[src/verilog/au_pkg.sv]
// Shared constants for the arithmetic unit host interface
package au_pkg;
   // ==========================================================
   // Stack geometry
   localparam int AU_STACK_BYTES = 16;
   localparam int AU_BYTE_W = 8;
   // ==========================================================
   // Status register field positions
   localparam int AU_ST_BUSY = 7;
   localparam int AU_ST_SIGN = 6;
   localparam int AU_ST_ZERO = 5;
   localparam int AU_ST_ERR_HI = 4;
   localparam int AU_ST_ERR_LO = 1;
   localparam int AU_ST_CARRY = 0;
   // ==========================================================
   // Result fault codes
   localparam logic [3:0] AU_ERR_NONE = 4'h0;
   localparam logic [3:0] AU_ERR_DIV0 = 4'h8;
   localparam logic [3:0] AU_ERR_NEG = 4'h4;
   localparam logic [3:0] AU_ERR_BIG = 4'hC;
   localparam logic [3:0] AU_ERR_UNDER = 4'h2;
   localparam logic [3:0] AU_ERR_OVER = 4'h1;
   // ==========================================================
   // Command byte layout and opcodes
   localparam int AU_CMD_SVC = 7;
   localparam int AU_CMD_OP_HI = 3;
   localparam logic [3:0] AU_OP_NOP = 4'h0;
   localparam logic [3:0] AU_OP_ADD16 = 4'h1;
   localparam logic [3:0] AU_OP_SUB16 = 4'h2;
   localparam logic [3:0] AU_OP_ADD32 = 4'h3;
   localparam logic [3:0] AU_OP_SUB32 = 4'h4;
   localparam logic [3:0] AU_OP_CHS16 = 4'h5;
   // ==========================================================
   // Reset values, cycle count and synchroniser width
   localparam logic [7:0] AU_BYTE_RST = 8'h00;
   localparam logic [7:0] AU_CMD_RST = 8'h00;
   localparam int AU_EXEC_CYCLES = 17;
   localparam int AU_SYNC_W = 12;
endpackage

[src/verilog/au_host_if.sv]
// Host port, operand stack and status of the arithmetic unit
`timescale 1ns/1ps
// How it works
// - Sixteen byte stack, eight 16-bit entries
// - Same bytes viewed as four 32-bit values
// - Byte transfers, read out in reverse order
// - Data write pushes byte, bottom byte lost
// - Data read returns top, top rotates down
// - Command write starts execution, host continues
// - Two-operand uses top and next; single top
// - Completion drops end, clears busy, service request if command asked
// - Acknowledge pulses clear end and service request
// - Command during busy stalls until execution ends
// - Stack access during busy stalls until done
// - Idle read stalls only for latch transfer
// - Idle write ready once latch is free
// - Status read stalls for latch, always allowed
// - Command-side read returns status any time
// - Status: busy, sign, zero, fault, carry
// - Sign and zero follow stack top value
// - Fault field uses the listed outcome codes
// - Carry set on carry or borrow out
// - Other status bits undefined while busy
// - Fixed point is two's complement, sign MSB
module au_host_if
   import au_pkg::*;
#(
   parameter int EXEC_CYCLES = AU_EXEC_CYCLES
)
(
   // Clock and reset
   input wire logic clk_in,
   input wire logic rstn_in,
   // Host bus controls
   input wire logic cs_n_in,
   input wire logic cmd_data_select_in,
   input wire logic rd_n_in,
   input wire logic wr_n_in,
   // Host data bus
   input wire logic [7:0] data_in,
   output logic [7:0] data_out,
   output logic data_oe_out,
   // Wait handshake
   output logic ready_out,
   // Completion signalling
   output logic end_n_out,
   output logic service_req_out,
   input wire logic done_ack_n_in,
   input wire logic service_ack_n_in
);
   // ==========================================================
   // Pin synchronisation
   typedef enum logic [1:0] {AU_IDLE, AU_STALL, AU_XFER, AU_HOLD} au_st_e;

   logic [AU_SYNC_W-1:0] pins_raw;
   logic [AU_SYNC_W-1:0] pins;
   logic cs_n;
   logic cds;
   logic rd_n;
   logic wr_n;
   logic ack_done_n;
   logic ack_svc_n;
   logic [7:0] din;

   assign pins_raw = {cs_n_in, cmd_data_select_in, rd_n_in, wr_n_in,
                      data_in};
   assign {cs_n, cds, rd_n, wr_n, din} = pins[AU_SYNC_W-1:0];

   au_sync #(.W(AU_SYNC_W), .INIT(12'hF00)) u_bus_sync
   (
      .clk_in(clk_in),
      .rstn_in(rstn_in),
      .d_in(pins_raw),
      .q_out(pins)
   );

   au_sync #(.W(2), .INIT(2'h3)) u_ack_sync
   (
      .clk_in(clk_in),
      .rstn_in(rstn_in),
      .d_in({done_ack_n_in, service_ack_n_in}),
      .q_out({ack_done_n, ack_svc_n})
   );

   // ==========================================================
   // Access decode
   logic acc_rd;
   logic acc_wr;
   logic acc_any;
   logic is_push;
   logic is_pop;
   logic is_cmd;
   logic is_stat;

   assign acc_rd = ~cs_n & ~rd_n;
   assign acc_wr = ~cs_n & ~wr_n & rd_n;
   assign acc_any = acc_rd | acc_wr;
   assign is_push = acc_wr & ~cds;
   assign is_pop = acc_rd & ~cds;
   assign is_cmd = acc_wr & cds;
   assign is_stat = acc_rd & cds;

   // ==========================================================
   // Operand stack and status state
   logic [7:0] stk [0:AU_STACK_BYTES-1];
   logic busy;
   logic [7:0] cmd;
   logic fmt32;
   logic carry;
   logic [3:0] err;
   logic [$clog2(EXEC_CYCLES+1)-1:0] cnt;
   au_st_e state;
   au_st_e next_state;

   // ==========================================================
   // Operand views and arithmetic
   logic [15:0] top16;
   logic [15:0] nxt16;
   logic [31:0] top32;
   logic [31:0] nxt32;
   logic [3:0] op;
   logic [16:0] r16;
   logic [32:0] r32;
   logic ovf16;
   logic ovf32;
   logic sub_op;
   logic sign_now;
   logic zero_now;
   logic [7:0] status;
   logic done;

   // top two bytes form the 16-bit top entry
   // first written byte sits deeper, so it leaves last
   assign top16 = {stk[0], stk[1]};
   assign nxt16 = {stk[2], stk[3]};
   // four bytes form one 32-bit value
   assign top32 = {stk[0], stk[1], stk[2], stk[3]};
   assign nxt32 = {stk[4], stk[5], stk[6], stk[7]};
   assign op = cmd[AU_CMD_OP_HI:0];
   assign sub_op = (op == AU_OP_SUB16) | (op == AU_OP_SUB32);

   // two operands: next minus or plus top
   // two's complement arithmetic, sign in the MSB
   assign r16 = sub_op ? ({1'b0, nxt16} - {1'b0, top16})
                       : ({1'b0, nxt16} + {1'b0, top16});
   assign r32 = sub_op ? ({1'b0, nxt32} - {1'b0, top32})
                       : ({1'b0, nxt32} + {1'b0, top32});
   // Signed overflow: operands' signs versus result sign
   assign ovf16 = sub_op
      ? (nxt16[15] ^ top16[15]) & (r16[15] ^ nxt16[15])
      : ~(nxt16[15] ^ top16[15]) & (r16[15] ^ nxt16[15]);
   assign ovf32 = sub_op
      ? (nxt32[31] ^ top32[31]) & (r32[31] ^ nxt32[31])
      : ~(nxt32[31] ^ top32[31]) & (r32[31] ^ nxt32[31]);

   // sign and zero track the live stack top
   assign sign_now = stk[0][7];
   assign zero_now = fmt32 ? (top32 == 32'h0000_0000)
                           : (top16 == 16'h0000);
   // fields are only meaningful once busy is clear
   assign status = {busy, sign_now, zero_now, err, carry};
   assign done = busy & (cnt == ($bits(cnt))'(EXEC_CYCLES - 1));

   // ==========================================================
   // Bus handshake sequencer
   always_comb
   begin
      next_state = state;
      unique case (state)
         AU_IDLE:
         begin
            // busy stalls commands and stack access
            // status reads never wait for busy
            if (acc_any)
               next_state = (busy & ~is_stat) ? AU_STALL : AU_XFER;
         end
         AU_STALL:
         begin
            // controls held by host, so decode stays valid
            if (!busy)
               next_state = AU_XFER;
         end
         AU_XFER:
            next_state = AU_HOLD;
         AU_HOLD:
         begin
            if (!acc_any)
               next_state = AU_IDLE;
         end
      endcase
   end

   // ready low while stalled and for the one transfer cycle
   always_ff @(posedge clk_in or negedge rstn_in)
   begin
      if (!rstn_in)
      begin
         state <= AU_IDLE;
         ready_out <= 1'b1;
         data_oe_out <= 1'b0;
      end
      else
      begin
         state <= next_state;
         ready_out <= (next_state == AU_IDLE) | (next_state == AU_HOLD);
         data_oe_out <= acc_rd;
      end
   end

   // ==========================================================
   // Output latch
   always_ff @(posedge clk_in or negedge rstn_in)
   begin
      if (!rstn_in)
         data_out <= AU_BYTE_RST;
      else if (state == AU_XFER && is_stat)
         data_out <= status;
      // top byte moves into the latch
      else if (state == AU_XFER && is_pop)
         data_out <= stk[0];
   end

   // ==========================================================
   // Operand stack storage
   always_ff @(posedge clk_in or negedge rstn_in)
   begin
      if (!rstn_in)
      begin
         for (int i = 0; i < AU_STACK_BYTES; i++)
            stk[i] <= AU_BYTE_RST;
      end
      else if (done)
      begin
         // Undefined slots take the next operand's bytes, not zero
         if (op == AU_OP_ADD16 || op == AU_OP_SUB16)
         begin
            stk[0] <= r16[15:8];
            stk[1] <= r16[7:0];
            for (int i = 2; i < AU_STACK_BYTES - 2; i++)
               stk[i] <= stk[i+2];
            stk[AU_STACK_BYTES-2] <= stk[2];
            stk[AU_STACK_BYTES-1] <= stk[3];
         end
         else if (op == AU_OP_ADD32 || op == AU_OP_SUB32)
         begin
            {stk[0], stk[1], stk[2], stk[3]} <= r32[31:0];
            for (int i = 4; i < AU_STACK_BYTES - 4; i++)
               stk[i] <= stk[i+4];
            for (int i = 0; i < 4; i++)
               stk[AU_STACK_BYTES-4+i] <= stk[4+i];
         end
         // single-operand command touches only the top
         else if (op == AU_OP_CHS16)
            {stk[0], stk[1]} <= 16'h0000 - top16;
      end
      else if (state == AU_XFER && is_push)
      begin
         // push down, bottom byte falls off
         stk[0] <= din;
         for (int i = 1; i < AU_STACK_BYTES; i++)
            stk[i] <= stk[i-1];
      end
      else if (state == AU_XFER && is_pop)
      begin
         // removed byte rotates to the bottom
         for (int i = 0; i < AU_STACK_BYTES - 1; i++)
            stk[i] <= stk[i+1];
         stk[AU_STACK_BYTES-1] <= stk[0];
      end
   end

   // ==========================================================
   // Command execution and result flags
   always_ff @(posedge clk_in or negedge rstn_in)
   begin
      if (!rstn_in)
      begin
         busy <= 1'b0;
         cmd <= AU_CMD_RST;
         cnt <= '0;
         fmt32 <= 1'b0;
         carry <= 1'b0;
         err <= AU_ERR_NONE;
      end
      else if (state == AU_XFER && is_cmd)
      begin
         busy <= 1'b1;
         cmd <= din;
         cnt <= '0;
      end
      else if (done)
      begin
         busy <= 1'b0;
         fmt32 <= (op == AU_OP_ADD32) | (op == AU_OP_SUB32);
         unique case (op)
            AU_OP_ADD16, AU_OP_SUB16:
            begin
               // carry or borrow out of the MSB
               carry <= r16[16];
               err <= ovf16 ? AU_ERR_OVER : AU_ERR_NONE;
            end
            AU_OP_ADD32, AU_OP_SUB32:
            begin
               // carry or borrow out of the MSB
               carry <= r32[32];
               err <= ovf32 ? AU_ERR_OVER : AU_ERR_NONE;
            end
            AU_OP_CHS16:
            begin
               carry <= 1'b0;
               // negating the most negative value overflows
               err <= (top16 == 16'h8000) ? AU_ERR_OVER : AU_ERR_NONE;
            end
            default:
            begin
               // Unknown opcodes behave as a no-operation
               carry <= 1'b0;
               err <= AU_ERR_NONE;
            end
         endcase
      end
      else if (busy)
         cnt <= cnt + 1'b1;
   end

   // ==========================================================
   // Completion outputs
   always_ff @(posedge clk_in or negedge rstn_in)
   begin
      if (!rstn_in)
      begin
         end_n_out <= 1'b1;
         service_req_out <= 1'b0;
      end
      else
      begin
         // end low on completion; set beats acknowledge
         if (done)
            end_n_out <= 1'b0;
         else if (!ack_done_n)
            end_n_out <= 1'b1;
         // service request only if command asked for it
         if (done && cmd[AU_CMD_SVC])
            service_req_out <= 1'b1;
         else if (!ack_svc_n)
            service_req_out <= 1'b0;
      end
   end
endmodule

[src/verilog/au_sync.sv]
// Three-stage pin synchroniser with agreement filter
`timescale 1ns/1ps
module au_sync
#(
   parameter int W = 1,
   parameter logic [W-1:0] INIT = '1
)
(
   // Clock and reset
   input wire logic clk_in,
   input wire logic rstn_in,
   // Raw pins and filtered result
   input wire logic [W-1:0] d_in,
   output logic [W-1:0] q_out
);
   logic [W-1:0] s1;
   logic [W-1:0] s2;
   logic [W-1:0] s3;
   logic [W-1:0] agree;

   // Only bits on which stage two and three agree may change
   assign agree = ~(s2 ^ s3);

   // Stage one feeds stage two alone, never any logic
   always_ff @(posedge clk_in or negedge rstn_in)
   begin
      if (!rstn_in)
      begin
         s1 <= INIT;
         s2 <= INIT;
         s3 <= INIT;
         q_out <= INIT;
      end
      else
      begin
         s1 <= d_in;
         s2 <= s1;
         s3 <= s2;
         q_out <= (agree & s3) | (~agree & q_out);
      end
   end
endmodule
[config.mk]
export PLATFORM = sky130hd
export DESIGN_NAME = au_host_if
export DESIGN_NICKNAME = d
export VERILOG_FILES = /design/src/verilog/au_pkg.sv /design/src/verilog/au_host_if.sv /design/src/verilog/au_sync.sv
export SDC_FILE = /design/constraint.sdc
export NUM_CORES = 1
export LEC_CHECK = 0
export BUFFER_PORTS_ARGS = -buffer_cell sky130_fd_sc_hd__clkbuf_2
export CAP_MARGIN = 20
export CELL_PAD_IN_SITES_DETAIL_PLACEMENT = 0
export CELL_PAD_IN_SITES_GLOBAL_PLACEMENT = 1
export CORE_ASPECT_RATIO = 0.6
export CORE_MARGIN = 2
export CORE_UTILIZATION = 48
export DETAILED_ROUTE_END_ITERATION = 8
export PLACE_DENSITY_LB_ADDON = 0.15
export SYNTH_ARGS = -nofsm -noshare
export SYNTH_HDL_FRONTEND = slang
export SYNTH_SLANG_ARGS = --single-unit
export TNS_END_PERCENT = 100
[constraint.sdc]
create_clock -name clk_in -period 5.2 [get_ports clk_in]
set_input_delay 1.56 -clock clk_in [delete_from_list [all_inputs] [get_ports clk_in]]
set_output_delay 1.56 -clock clk_in [all_outputs]
set_load 0.01 [all_outputs]
## Yosys cells after proc, flatten, opt, wreduce, memory -nomap -nowiden

Cells that the tools add are included.

| storage, ports and cells | value |
|---|---|
| flip-flop bits (word level) | 218 |
| bits of input ports | 16 |
| output and inout port bits | 12 |

| cells by class | value |
|---|---|
| $add $sub $neg | 6 |
| equal/unequal tests | 16 |
| muxes and demuxes | 33 |
| bitwise gates (word level) | 41 |
| reduce and logical (&&, ||, !) cells | 21 |

Operators by type and width:

| operator | count |
|---|---|
| $mux 128 | 4 |
| $mux 112 | 1 |
| $add 32x32->33 | 1 |
| $mux 33 | 1 |
| $sub 32x32->33 | 1 |
| $logic_not 32->1 | 1 |
| $mux 16 | 2 |
| $and 12x12->12 | 2 |
| $not 12->12 | 2 |
| $add 16x16->17 | 1 |
| $mux 17 | 1 |
| $sub 16x16->17 | 1 |
| $eq 16x16->1 const B | 1 |
| $logic_not 16->1 | 1 |
| $mux 8 | 2 |
| $sub 1x16->16 const A | 1 |
| $mux 5 | 3 |
| $and 1x1->1 | 13 |
| $mux 1 | 12 |
| $or 12x12->12 | 1 |
| $xor 12x12->12 | 1 |
| $eq 4x2->1 const B | 2 |
| $eq 4x3->1 const B | 2 |
| $mux 2 | 4 |
| other kinds (26) | 56 |

## Logic depth before layout (Yosys ltp)

Gate-level depths: netlist of run 1.

| logic depth | value |
|---|---|
| word-level depth | 10 |
| mapped depth | 21 |

## Hierarchy

A second synthesis of run 1 with hierarchy kept.

| second synthesis, totals | value |
|---|---|
| cells, all modules | 1,815 |
| area, all modules | 14,794.2 sq um |

Modules (own cells, without submodules):

| module | times used | cells an instance | area an instance (sq um) | sequential area each (sq um) |
|---|---|---|---|---|
| au_host_if | 1 | 1,745 | 13,205.2 | 3,906.2 |
| au_sync (u_bus_sync) | 1 | 60 | 1,356.3 | 1,221.2 |
| au_sync (u_ack_sync) | 1 | 10 | 232.7 | 210.2 |

## Worst setup path after synthesis of run 1

OpenSTA, ideal clock, no wires.

| timing | value |
|---|---|
| path type | register to register |
| start | register stk[112] (netlist bit) |
| end | register stk (netlist bit sign_now) |
| setup time | 0.119 ns |
| arrival time | 4.031 ns |
| required time | 5.081 ns |
| slack | 1.051 ns |
| cell stages (with the launch flop) | 21 |
| period minus slack after synthesis | 4.149 ns |
| path through | dfrtp_1 clkbuf_1 inv_1 ha_1 nand2_4 or4_4 buf_6 or4_1 inv_1 a21oi_1 xnor2_1 ha_1 clkbuf_1 a2111oi_0 o21ai_0 a31o_2 a21oi_1 o21ai_1 xnor2_1 o221ai_1 o21a_1 |

| between the ends | value |
|---|---|
| cells in the longest elaborated chain, start to end | 5 |
| elaborated cells between the ends (all ways) | 11 |
| classes of those cells | 5 x add/sub; 6 x mux |

Ends and longest elaborated chain:

| item | RTL line | RTL |
|---|---|---|
| from (decl) | au_host_if.sv:105 | `logic [7:0] stk [0:AU_STACK_BYTES-1];` |
| from (signal, indexed assignment) | au_host_if.sv:240 | `stk[i] <= stk[i+2];` |
| from (signal, indexed assignment) | au_host_if.sv:241 | `stk[AU_STACK_BYTES-2] <= stk[2];` |
| from (signal, indexed assignment) | au_host_if.sv:242 | `stk[AU_STACK_BYTES-1] <= stk[3];` |
| $add 32x32->33, or another cell as far along | au_host_if.sv:147 | `: ({1'b0, nxt32} + {1'b0, top32});` |
| $mux 33 / $mux 16 (equally long branches) | au_host_if.sv:146, au_host_if.sv:253 |  |
| $mux 16 | au_host_if.sv:244 | `else if (op == AU_OP_ADD32 \|\| op == AU_OP_SUB32)` |
| $mux 128 (*) | au_host_if.sv:235 | `if (op == AU_OP_ADD16 \|\| op == AU_OP_SUB16)` |
| $mux 128 (*) | au_host_if.sv:232 | `else if (done)` |

Every way passes the cells marked *; elsewhere a longest branch is shown, timed or not. The select of a mux whose other input is x is not followed.
A chain may end at the register's enable or synchronous reset.

## Final worst setup path of run 1

| timing | value |
|---|---|
| start | register stk[113] (netlist bit) |
| end | register stk (netlist bit sign_now) |

The elaborated chain is that of the path after synthesis.

==> results.md, run 1 <==
- Fin area: 16200 um2
- CTS tree: built
- Global-route wire length before repair: 78200 um
- CTS Hold Buffers Added: 0
- Maximum fanout along the worst path: 7
- Initial antenna violation count: 0
- Pint: roughly 0.0048 W
- Peak Freq: roughly 210 MHz
- Max-slew violations: 0
- WHS Path Cells: 0
- DRC viols: 0
- Slew @ Worst Pin: 1.06 ns
- CTS-repair resized insts: 0
- Slew margin rel.: 29.1%
- Setup TNS: 0 ns
- Standard-cell rows: 50
- Vias in the first global route: ~13000
- Final ANT Viol Nets: 0
- Starting Density: about 48%
- Clock group share of total power: 20.1%
- RR Endpoint: sign_now
- Avg Inst Size Synth: 7.26 um2
- Synth Net Count: ~2100
- Post-Route WL: between 40000 and 50000 um
- Comb pwr share: between 50% and 60%
- Ant. Diodes: 0
- Critical path type: reg -> reg
- Power Total: ~0.0093 W
- Die Wd: 232 um
- Post-CTS Setup Repair Bufs: 0
- Global route total overflow: 0
- CTS sink count: approximately 210
- Final nets: just over 2000
- Worst path slowest cell: or4_1
- Final std cells w/o fill: between 2000 and 2500
- Register bit total from synthesis: ~210
- Crit path DAT: a little over 5 ns
- Die Area: about 33000 um2
- Core area: just over 30000 um2
- Yosys warning total: 0
- Pwr dens: between 500 and 600 nW/um2
- RePlAce Congestion: 0.971
- Seq pwr share: about a quarter
- Worst r2r src: stk[113]
- Synthesized instance count: between 2000 and 2500
- Area of the mapped netlist: between 10000 and 15000 um2
- Final Hold Vio Count: 0
- EDFF count, synth: 0
- Worst Setup End Kind: register
- Gr usage total: slightly above 30%
- DR iter-0 viols: 1403
- Switching Share: between 40% and 50%
- Root buffer cell: clkbuf_16
- RSZ-0062 raised after global routing: no
- Cts bufs inserted: 23
- Final setup vio count: 0
- Max Cap Viol: 0
- Sequential-to-total area share from yosys stat: approximately 36%
- Post-DR vias/cell: between 5 and 6
- Placed cells: roughly 2400
- Commonest register cell after synthesis: dfrtp_1
- Dpl hpwl: roughly 33000 um
- Hold Path Class: reg -> reg
- Final Util: 52.4%
- Per-cell routed wire length: a little over 20 um
- Peak supply drop: between 0.0004 and 0.0005 V
- Die height: ~140 um
- Post-route clock skew: between 0.015 and 0.02 ns
- Largest net degree at the start of global routing: between 100 and 150
- Critical Path RT: roughly 5.6 ns
- Most frequent cell after synthesis: nand2_1
- Yosys top cell area share: 31.1%
- Min Tclk post-route: 4.75 ns
- Yosys cell types: 79
- Worst path max stage delay: roughly 0.49 ns
- Top Ports: 28
- Final cycle utilization of the critical path: approximately 91%
- Post-DP Area: 15300 um2
- Status: completed
- Area grow syn2layout: 8.30%
- Psw: ~0.0045 W
- Worst-path cell chain: inv_1, ha_1, nand2_4, or4_4, or4_1, inv_1, a21oi_1, xnor2_1, ha_1, a2111oi_0, o21ai_0, a31o_2, a21oi_1, o21ai_1, xnor2_1, o221ai_1, o21a_1
- Area contributors post-synth: dfrtp_1, nand2_1, a21oi_1
- Routed vias: about 14000
- Largest area contributor in the synthesized netlist: dfrtp_1
- Layout cell share with drive strength beyond 1: ~8%
- P_leak: between 6 and 7 nW
- Port Buf Inserts: 27
- Post-synth ARST share: 100%
- Worst-path clk slew: around 0.07 ns
- H-tree depth: 1
- Register-to-Register Setup Slack: approximately 0.45 ns
- Commonest cells in the netlist: nand2_1, a21oi_1, dfrtp_1, nor2_1, o21ai_0
- Worst Hold End: u_bus_sync.s2[7]
- CP Launch Type: register
- Worst hold start: u_bus_sync.s1[7]
- First-pass detailed-route iteration total: 6
- Max clock buf depth: 3
- Worst-skew pair later-pin latency: approximately 0.54 ns
- Reg2reg path depth: 17
worst max-delay path, delay by kind of cell, from the launching register on:
kind / cells / cell delay (ns)
XOR/XNOR: 2 / 0.51
adder cells (fa/ha/maj): 2 / 0.75
flip-flops: 1 / 0.43
buffers and inverters: 2 / 0.32
AND/OR/NAND/NOR: 3 / 1.07
AO/OA/AOI/OAI: 8 / 1.53
how the worst max path moves through the flow:
stage,from,to,slack [ns]
2_1_floorplan,stk[112],sign_now,1.05
3_3_place_gp,nxt16[2],carry,0.65
3_5_place_dp,stk[113],sign_now,0.66
4_1_cts,stk[113],sign_now,0.60
5_1_grt,nxt16[2],carry,0.27
6_report,stk[113],sign_now,0.45
state kept, by name, summed over array words and instances (netlist names), 2 cells and up, named ones only:
| signal | cells |
|---|---|
| u_bus_sync.s1 | 12 |
| nxt16 | 16 |
| u_ack_sync.s2 | 2 |
| cmd | 5 |
| nxt32 | 32 |
| u_bus_sync.s3 | 12 |
| data_out | 8 |
| u_ack_sync.s1 | 2 |
| u_ack_sync.s3 | 2 |
| u_bus_sync.s2 | 12 |
| state | 2 |
| stk | 79 |
| cnt | 5 |
area by class of cell:
| type | instances | area [um2] |
|---|---|---|
| clock inverters | 11 | 191 |
| fillers | 3021 | 14700 |
| multi-input cells | 1678 | 8990 |
| inverters | 20 | 75.1 |
| clock buffers | 30 | 652 |
| repair buffers | 60 | 434 |
| well taps | 416 | 520 |
| flip-flops and latches | 212 | 5340 |
cells by family after synthesis:
kind of cell / count (synthesis) / share of synthesized area [%]
AO/OA/AOI/OAI: 587 / 22.3
XOR/XNOR: 98 / 5.74
adder cells (fa/ha/maj): 68 / 5.55
buffers and inverters: 172 / 4.56
flip-flops: 212 / 35.7
multiplexers: 16 / 1.12
AND/OR/NAND/NOR: 909 / 25.1
metal layers:
layer,global-route usage [%],up-vias,wire length [um]
li1,-,6864,-
met1,48.5,6783,24300
met2,40.1,598,19000
met3,8.64,62,5170
met4,5.40,2,895
met5,1.79,-,76
stage by stage:
stage | hold slack, ns | setup WS (ns)
after CTS | 0.349 | 0.600
after global placement | 0.332 | 0.654
final | 0.346 | 0.450
after floorplan | 0.331 | 1.05
after global routing | 0.354 | 0.266
after detailed placement | 0.335 | 0.656
power groups by stage:
stage          clock network (W)  logic, W  registers, W
5_1_grt                  0.00196   0.00554       0.00245
2_1_floorplan                  0   0.00378       0.00214
4_1_cts                  0.00190   0.00494       0.00239
3_5_place_dp                   0   0.00490       0.00241
3_3_place_gp                   0   0.00491       0.00241
6_report                 0.00187   0.00504       0.00241
cell usage in the layout, fill, tap and decap left out, types with 15 or more instances in the layout:
cell	count
nor3_1	19
o21ai_0	161
buf_4	29
xor2_1	33
nand2_1	627
dfstp_2	26
a21oi_1	291
inv_1	20
a31oi_1	15
nor2_1	169
xnor2_1	65
a21o_1	19
clkbuf_16	23
clkbuf_2	26
ha_1	52
dfrtp_1	186
nand3_1	21
No activity file was read; power rests on OpenSTA's default activity.
==> run 2, diff against run 1 <==
--- a/config.mk
+++ b/config.mk
@@ -7,11 +7,11 @@
 export LEC_CHECK = 0
 export BUFFER_PORTS_ARGS = -buffer_cell sky130_fd_sc_hd__clkbuf_2
 export CAP_MARGIN = 20
-export CELL_PAD_IN_SITES_DETAIL_PLACEMENT = 0
-export CELL_PAD_IN_SITES_GLOBAL_PLACEMENT = 1
+export CELL_PAD_IN_SITES_DETAIL_PLACEMENT = 2
+export CELL_PAD_IN_SITES_GLOBAL_PLACEMENT = 2
 export CORE_ASPECT_RATIO = 0.6
 export CORE_MARGIN = 2
-export CORE_UTILIZATION = 48
+export CORE_UTILIZATION = 38
 export DETAILED_ROUTE_END_ITERATION = 8
 export PLACE_DENSITY_LB_ADDON = 0.15
 export SYNTH_ARGS = -nofsm -noshare
==> results.md, run 2 (same netlist as run 1, synthesis figures left out) <==
- Routed vias: 15200 (+6.2%)
- Worst-skew pair later-pin latency: 0.56 ns (+0.02 ns)
- Per-cell routed wire length: 24.3 um (+19%)
- Most common cell after layout, fill and taps aside: nand2_1
- DR iter-0 viols: 1193 (-15%)
- Post-Route WL: 61800 um (+25%)
- Slew @ Worst Pin: 1.05 ns (-0.0125 ns)
- Peak supply drop: 0.000292 V (-29%)
- Status: completed
- Post-route clock skew: 0.0217 ns (+0.00505 ns)
- Global route total overflow: 0 (unchanged)
- Cts bufs inserted: 24 (+4.3%)
- Initial antenna violation count: 3 (+3)
- Critical Path End: stk[123]
- Final setup vio count: 0 (unchanged)
- Max clock buf depth: 3 (unchanged)
- Vias in the first global route: 15900 (+22%)
- Final Util: 42.0% (-10 points)
- Crit path DAT: 5.36 ns (+0.19 ns)
- Placed cells: 2497 (+4.7%)
- Standard-cell rows: 56 (+12%)
- Max Cap Viol: 0 (unchanged)
- Die height: 158 um (+12%)
- CP Launch Type: register
- DRC viols: 0 (unchanged)
- Layout cell share with drive strength beyond 1: 8.32% (+0.36 points)
- Critical path's most frequent cell: nand2_1
- Setup TNS: 0 ns (unchanged)
- Power Total: 0.00973 W (+4.4%)
- First-pass detailed-route iteration total: 4 (-2)
- Root buffer cell: clkbuf_16
- Max-slew violations: 0 (unchanged)
- Peak Freq: 203 MHz (-3.5%)
- Die Area: 41000 um2 (+26%)
- Worst Setup End Kind: register
- Global-route wire length before repair: 96100 um (+23%)
- Final cycle utilization of the critical path: 94.6% (+3.3 points)
- RePlAce Congestion: 0.963 (-0.83%)
- Starting Density: 38.4% (-10 points)
- Min Tclk post-route: 4.92 ns (+0.171 ns)
- Reg2reg path depth: 19 (+2)
- Post-DR vias/cell: 5.97 (+1.3%)
- Worst path max stage delay: 0.52 ns (+0.03 ns)
- CTS-repair resized insts: 0 (unchanged)
- Final std cells w/o fill: 2544 (+4.8%)
- Worst r2r src: nxt16[3]
- Register-to-Register Setup Slack: 0.28 ns (-0.17 ns)
- Final nets: 2072 (+0.34%)
- Post-CTS Setup Repair Bufs: 0 (unchanged)
- Post-placement setup slack: 0.473 ns (-0.183 ns)
- Critical path type: reg -> reg
- CTS Hold Buffers Added: 0 (unchanged)
- RR Endpoint: stk[123]
- H-tree depth: 1 (unchanged)
- Worst path slowest cell: mux2i_1
- CTS sink count: 212 (unchanged)
- Most flops, register: stk
- Die Wd: 260 um (+12%)
- Final ANT Viol Nets: 0 (unchanged)
- Top Ports: 28 (unchanged)
- Core area: 39000 um2 (+26%)
- Worst Setup SP: nxt16[3]
- Largest register FFs: 79 (unchanged)
- Worst-path clk slew: 0.08 ns (about the same)
- Area grow syn2layout: 9.33%
- Maximum fanout along the worst path: 10 (+3)
- Pwr dens: 595 nW/um2 (+3.4%)
- Most frequent cells in the layout: nand2_1, a21oi_1, dfrtp_1, nor2_1, o21ai_0
- Dpl hpwl: 42200 um (+27%)
- Gr usage total: 30.2% (-0.23 points)
- CTS tree: built
- Port Buf Inserts: 27 (unchanged)
- Final Hold Vio Count: 0 (unchanged)
- Worst-path cell chain: nor3_4, nand2_1, or3_4, nor4_4, nand2_1, nor3_4, a21oi_1, xnor2_1, ha_1, a21o_1, a21o_1, a21o_1, nand2_1, nand2b_1, a31oi_1, mux2i_1, o21ai_0, o2111ai_1, nand2_1
- RSZ-0062 raised after global routing: no
- Largest net degree at the start of global routing: 95 (-27%)
- P_leak: 6.44 nW (+0.19%)
- Slew margin rel.: 29.0% (-0.056 points)
- Critical Path RT: 5.64 ns (+0.02 ns)
- Worst Slack Setup Final: 0.279 ns (-0.171 ns)
- Hold Path Class: reg -> reg
- Filler cells: 4556 (+51%)
==> run 2: cell type report <==
cell class                      count  area (um2)  share of cell area, %
Antenna cell                        2        5.00                 0.0306
Sequential cell                   212        5340                   32.6
Inverter                           20        75.1                  0.459
Timing Repair Buffer               66         463                   2.83
Clock inverter                     16         188                   1.15
Clock buffer                       28         647                   3.95
Multi-Input combinational cell   1678        8990                   55.0
Tap cell                          522         653                   3.99
==> run 2: metal layers <==
metal	track usage, %	part of all wire (%)	vias to the layer above
met3	6.96	7.5	76
met1	44.2	48	7831
met4	5.74	1.7	2
met2	45.6	43	392
met5	0	0.016	-
li1	-	-	6893
==> run 2: per-stage QoR <==
step           hold WS, ns  instance area, um2
2_1_floorplan        0.331               15000
3_3_place_gp         0.332               15500
3_5_place_dp         0.337               15500
4_1_cts              0.351               16300
5_1_grt              0.359               16400
6_report             0.346               16400
==> run 2: worst max-delay path: cells and delay by family (launching register included) <==
kind / cells / cell delay (ns)
fa+ha+maj: 1 / 0.40
xor+xnor: 1 / 0.18
mux: 1 / 0.52
flops: 1 / 0.51
simple gates: 9 / 1.74
compound gates: 7 / 1.41
==> run 2: report_power, final <==
part / switching (W) / internal, W / leakage, nW
Clock: 0.000819 / 0.00105 / 0.398
Sequential: 0.000499 / 0.00193 / 2.73
Combinational: 0.00366 / 0.00177 / 3.32
Total: 0.00498 / 0.00475 / 6.44
==> run 2: worst min path at each step <==
stage	from	endpoint	slack, ns	cells past startpoint
after floorplan	u_bus_sync.s1[0]	u_bus_sync.s2[0]	0.33	0
after global placement	u_bus_sync.s1[3]	u_bus_sync.s2[3]	0.33	0
after detailed placement	u_bus_sync.s1[3]	u_bus_sync.s2[3]	0.34	0
after CTS	u_bus_sync.s1[3]	u_bus_sync.s2[3]	0.35	0
after global routing	u_bus_sync.s1[1]	u_bus_sync.s2[1]	0.36	0
final	u_bus_sync.s1[3]	u_bus_sync.s2[3]	0.35	0
==> run 3, diff against run 2 <==
--- a/config.mk
+++ b/config.mk
@@ -11,7 +11,7 @@
 export CELL_PAD_IN_SITES_GLOBAL_PLACEMENT = 2
 export CORE_ASPECT_RATIO = 0.6
 export CORE_MARGIN = 2
-export CORE_UTILIZATION = 38
+export CORE_UTILIZATION = 34
 export DETAILED_ROUTE_END_ITERATION = 8
 export PLACE_DENSITY_LB_ADDON = 0.15
 export SYNTH_ARGS = -nofsm -noshare
==> constraint.sdc (replaced) <==
create_clock -name clk_in -period 4.5 [get_ports clk_in]
set_input_delay 1.35 -clock clk_in [delete_from_list [all_inputs] [get_ports clk_in]]
set_output_delay 1.35 -clock clk_in [all_outputs]
set_load 0.01 [all_outputs]
==> results.md, run 3 (same netlist as run 1, synthesis figures left out) <==
- Cts bufs inserted: 25 (+4.2%)
- CTS sink count: 212 (unchanged)
- Pint: 0.00579 W (+22%)
- Most common cell after layout, fill and taps aside: nand2_1
- Clock group share of total power: 19.0% (-0.2 points)
- Slew margin rel.: 31.2% (+2.2 points)
- Top Ports: 28 (unchanged)
- Area grow syn2layout: 13.1%
- Gr usage total: 27.7% (-2.6 points)
- Slew @ Worst Pin: 1.03 ns (-0.0221 ns)
- Post-DP Area: 15800 um2 (+2.1%)
- CP Launch Type: register
- Peak supply drop: 0.000392 V (+34%)
- Pwr dens: 692 nW/um2 (+16%)
- Initial antenna violation count: 0 (-3)
- Final nets: 2107 (+1.7%)
- Port Buf Inserts: 27 (unchanged)
- Worst-path clk slew: 0.07 ns (about the same)
- Routed vias: 15200 (+0.16%)
- Final ANT Viol Nets: 0 (unchanged)
- Switching Share: 50.5% (-0.66 points)
- Filler cells: 5056 (+11%)
- DR iter-0 viols: 1160 (-2.8%)
- P_leak: 6.67 nW (+3.5%)
- Final std cells w/o fill: 2635 (+3.6%)
- Final setup vio count: 0 (unchanged)
- Post-Route WL: 63300 um (+2.5%)
- Peak Freq: 232 MHz (+14%)
- Core area: 43400 um2 (+11%)
- Post-DR vias/cell: 5.78 (-3.3%)
- Die height: 166 um (+5.6%)
- Layout cell share with drive strength beyond 1: 11.2% (+2.9 points)
- Global route total overflow: 0 (unchanged)
- Standard-cell rows: 59 (+5.4%)
- Crit path DAT: 4.75 ns (-0.61 ns)
- Die Area: 45800 um2 (+12%)
- Final cycle utilization of the critical path: 95.9% (+1.3 points)
- Min Tclk post-route: 4.31 ns (-0.606 ns)
- Post-route clock skew: 0.0169 ns (-0.00482 ns)
- Critical path type: reg -> reg
- Fin area: 16900 um2 (+3.5%)
- Per-cell routed wire length: 24.0 um (-1.0%)
- Ant. Diodes: 0 (-2)
- Status: completed
- Max clock buf depth: 3 (unchanged)
- RePlAce Congestion: 0.912 (-5.3%)
- Maximum fanout along the worst path: 7 (-3)
- Placed cells: 2580 (+3.3%)
- Seq pwr share: 23.5% (-1.4 points)
- H-tree depth: 1 (unchanged)
- Global-route wire length before repair: 98800 um (+2.9%)
- Starting Density: 34.5% (-3.9 points)
- Hold Path Class: reg -> reg
- Final Hold Vio Count: 0 (unchanged)
- Most frequent cells in the layout: nand2_1, a21oi_1, dfrtp_1, nor2_1, o21ai_0
- Largest net degree at the start of global routing: 131 (+38%)
- Register-to-Register Setup Slack: 0.19 ns (-0.09 ns)
- Die Wd: 275 um (+5.6%)
- Vias in the first global route: 15700 (-0.94%)
- CTS tree: built
- Dpl hpwl: 43400 um (+2.9%)
- Root buffer cell: clkbuf_16
- Setup TNS: 0 ns (unchanged)
- Max-slew violations: 0 (unchanged)
- Comb pwr share: 57.5% (+1.7 points)
- Worst Setup End Kind: register
- Max Cap Viol: 0 (unchanged)
- Most flops, register: stk
- Worst-skew pair later-pin latency: 0.56 ns (about the same)
- Largest register FFs: 79 (unchanged)
- Psw: 0.00591 W (+19%)
- DRC viols: 0 (unchanged)
- First-pass detailed-route iteration total: 5 (+1)
- Critical Path RT: 4.93 ns (-0.71 ns)
run 3: cell types whose count changed in the layout (fill, tap and decap cells not counted), moves of 3 or more:
cell	before	now
a21oi_2	2	7
inv_6	2	5
ha_2	0	5
o21ai_0	161	157
buf_12	2	7
buf_4	36	65
ha_1	52	46
a21oi_1	291	286
run 3: layout make-up:
type                    count  area (um2)  area share (%)
multi-input cells        1678        9140            54.0
flip-flops and latches    212        5340            31.5
repair buffers            100         785            4.64
well taps                 579         724            4.28
clock buffers              29         671            3.96
clock inverters            17         194            1.15
inverters                  20        75.1           0.444
run 3: per-stage QoR:
stage	setup slack (ns)	hold slack, ns	total power (W)	util (%)
3_5_place_dp	0.101	0.337	0.00906	36.5
3_3_place_gp	0.340	0.333	0.00882	36.5
5_1_grt	-0.0472	0.365	0.0125	39.0
4_1_cts	0.0676	0.360	0.0114	38.5
6_report	0.185	0.356	0.0117	39.0
2_1_floorplan	0.351	0.331	0.00684	-
run 3: worst max-delay path: stages, from the launching register on:
cell	delay, ns
dfrtp_1	0.41
nor3_4	0.24
nand2_2	0.08
or3_4	0.37
nor4_4	0.34
a21oi_2	0.14
a21oi_2	0.24
o21ai_0	0.19
xnor2_1	0.22
ha_2	0.37
a211o_1	0.32
a21o_1	0.18
a211oi_1	0.23
o21ai_0	0.24
a31oi_4	0.22
xnor2_1	0.14
nor2_1	0.06
o22a_1	0.20
run 3: per-layer routing:
metal	up-vias	part of all wire, %	GRT usage [%]
met5	-	0	0.105
met4	0	1.9	5.17
met3	62	6.6	5.61
met2	352	41	39.7
met1	7867	50	42.6
li1	6938	-	-
run 3: repair_timing:
item,4_1_cts,5_1_grt
buffers inserted,0,9
hold buffers,0,0
setup endpoints to repair,0,11
endpoints found under the hold margin,0,0
resized for setup,0,36
run 3: power by group through the flow:
stage / sequential (W) / combinational, W / clock, W
after detailed placement: 0.00276 / 0.00629 / 0
after global routing: 0.00279 / 0.00731 / 0.00235
final: 0.00275 / 0.00673 / 0.00223
after CTS: 0.00273 / 0.00636 / 0.00229
after floorplan: 0.00248 / 0.00436 / 0
after global placement: 0.00273 / 0.00609 / 0
run 3: path summary, 6_finish.rpt:
kind / cells past startpoint / from / to
worst max register to register: 17 / nxt16[4] / carry
max in group asynchronous: 2 / rstn_in / u_bus_sync.s1[9]
worst min-delay path: 0 / u_bus_sync.s1[0] / u_bus_sync.s2[0]
min in group asynchronous: 1 / rstn_in / u_bus_sync.s1[1]
worst max-delay path: 17 / nxt16[4] / carry
worst min register to register: 0 / u_bus_sync.s1[0] / u_bus_sync.s2[0]
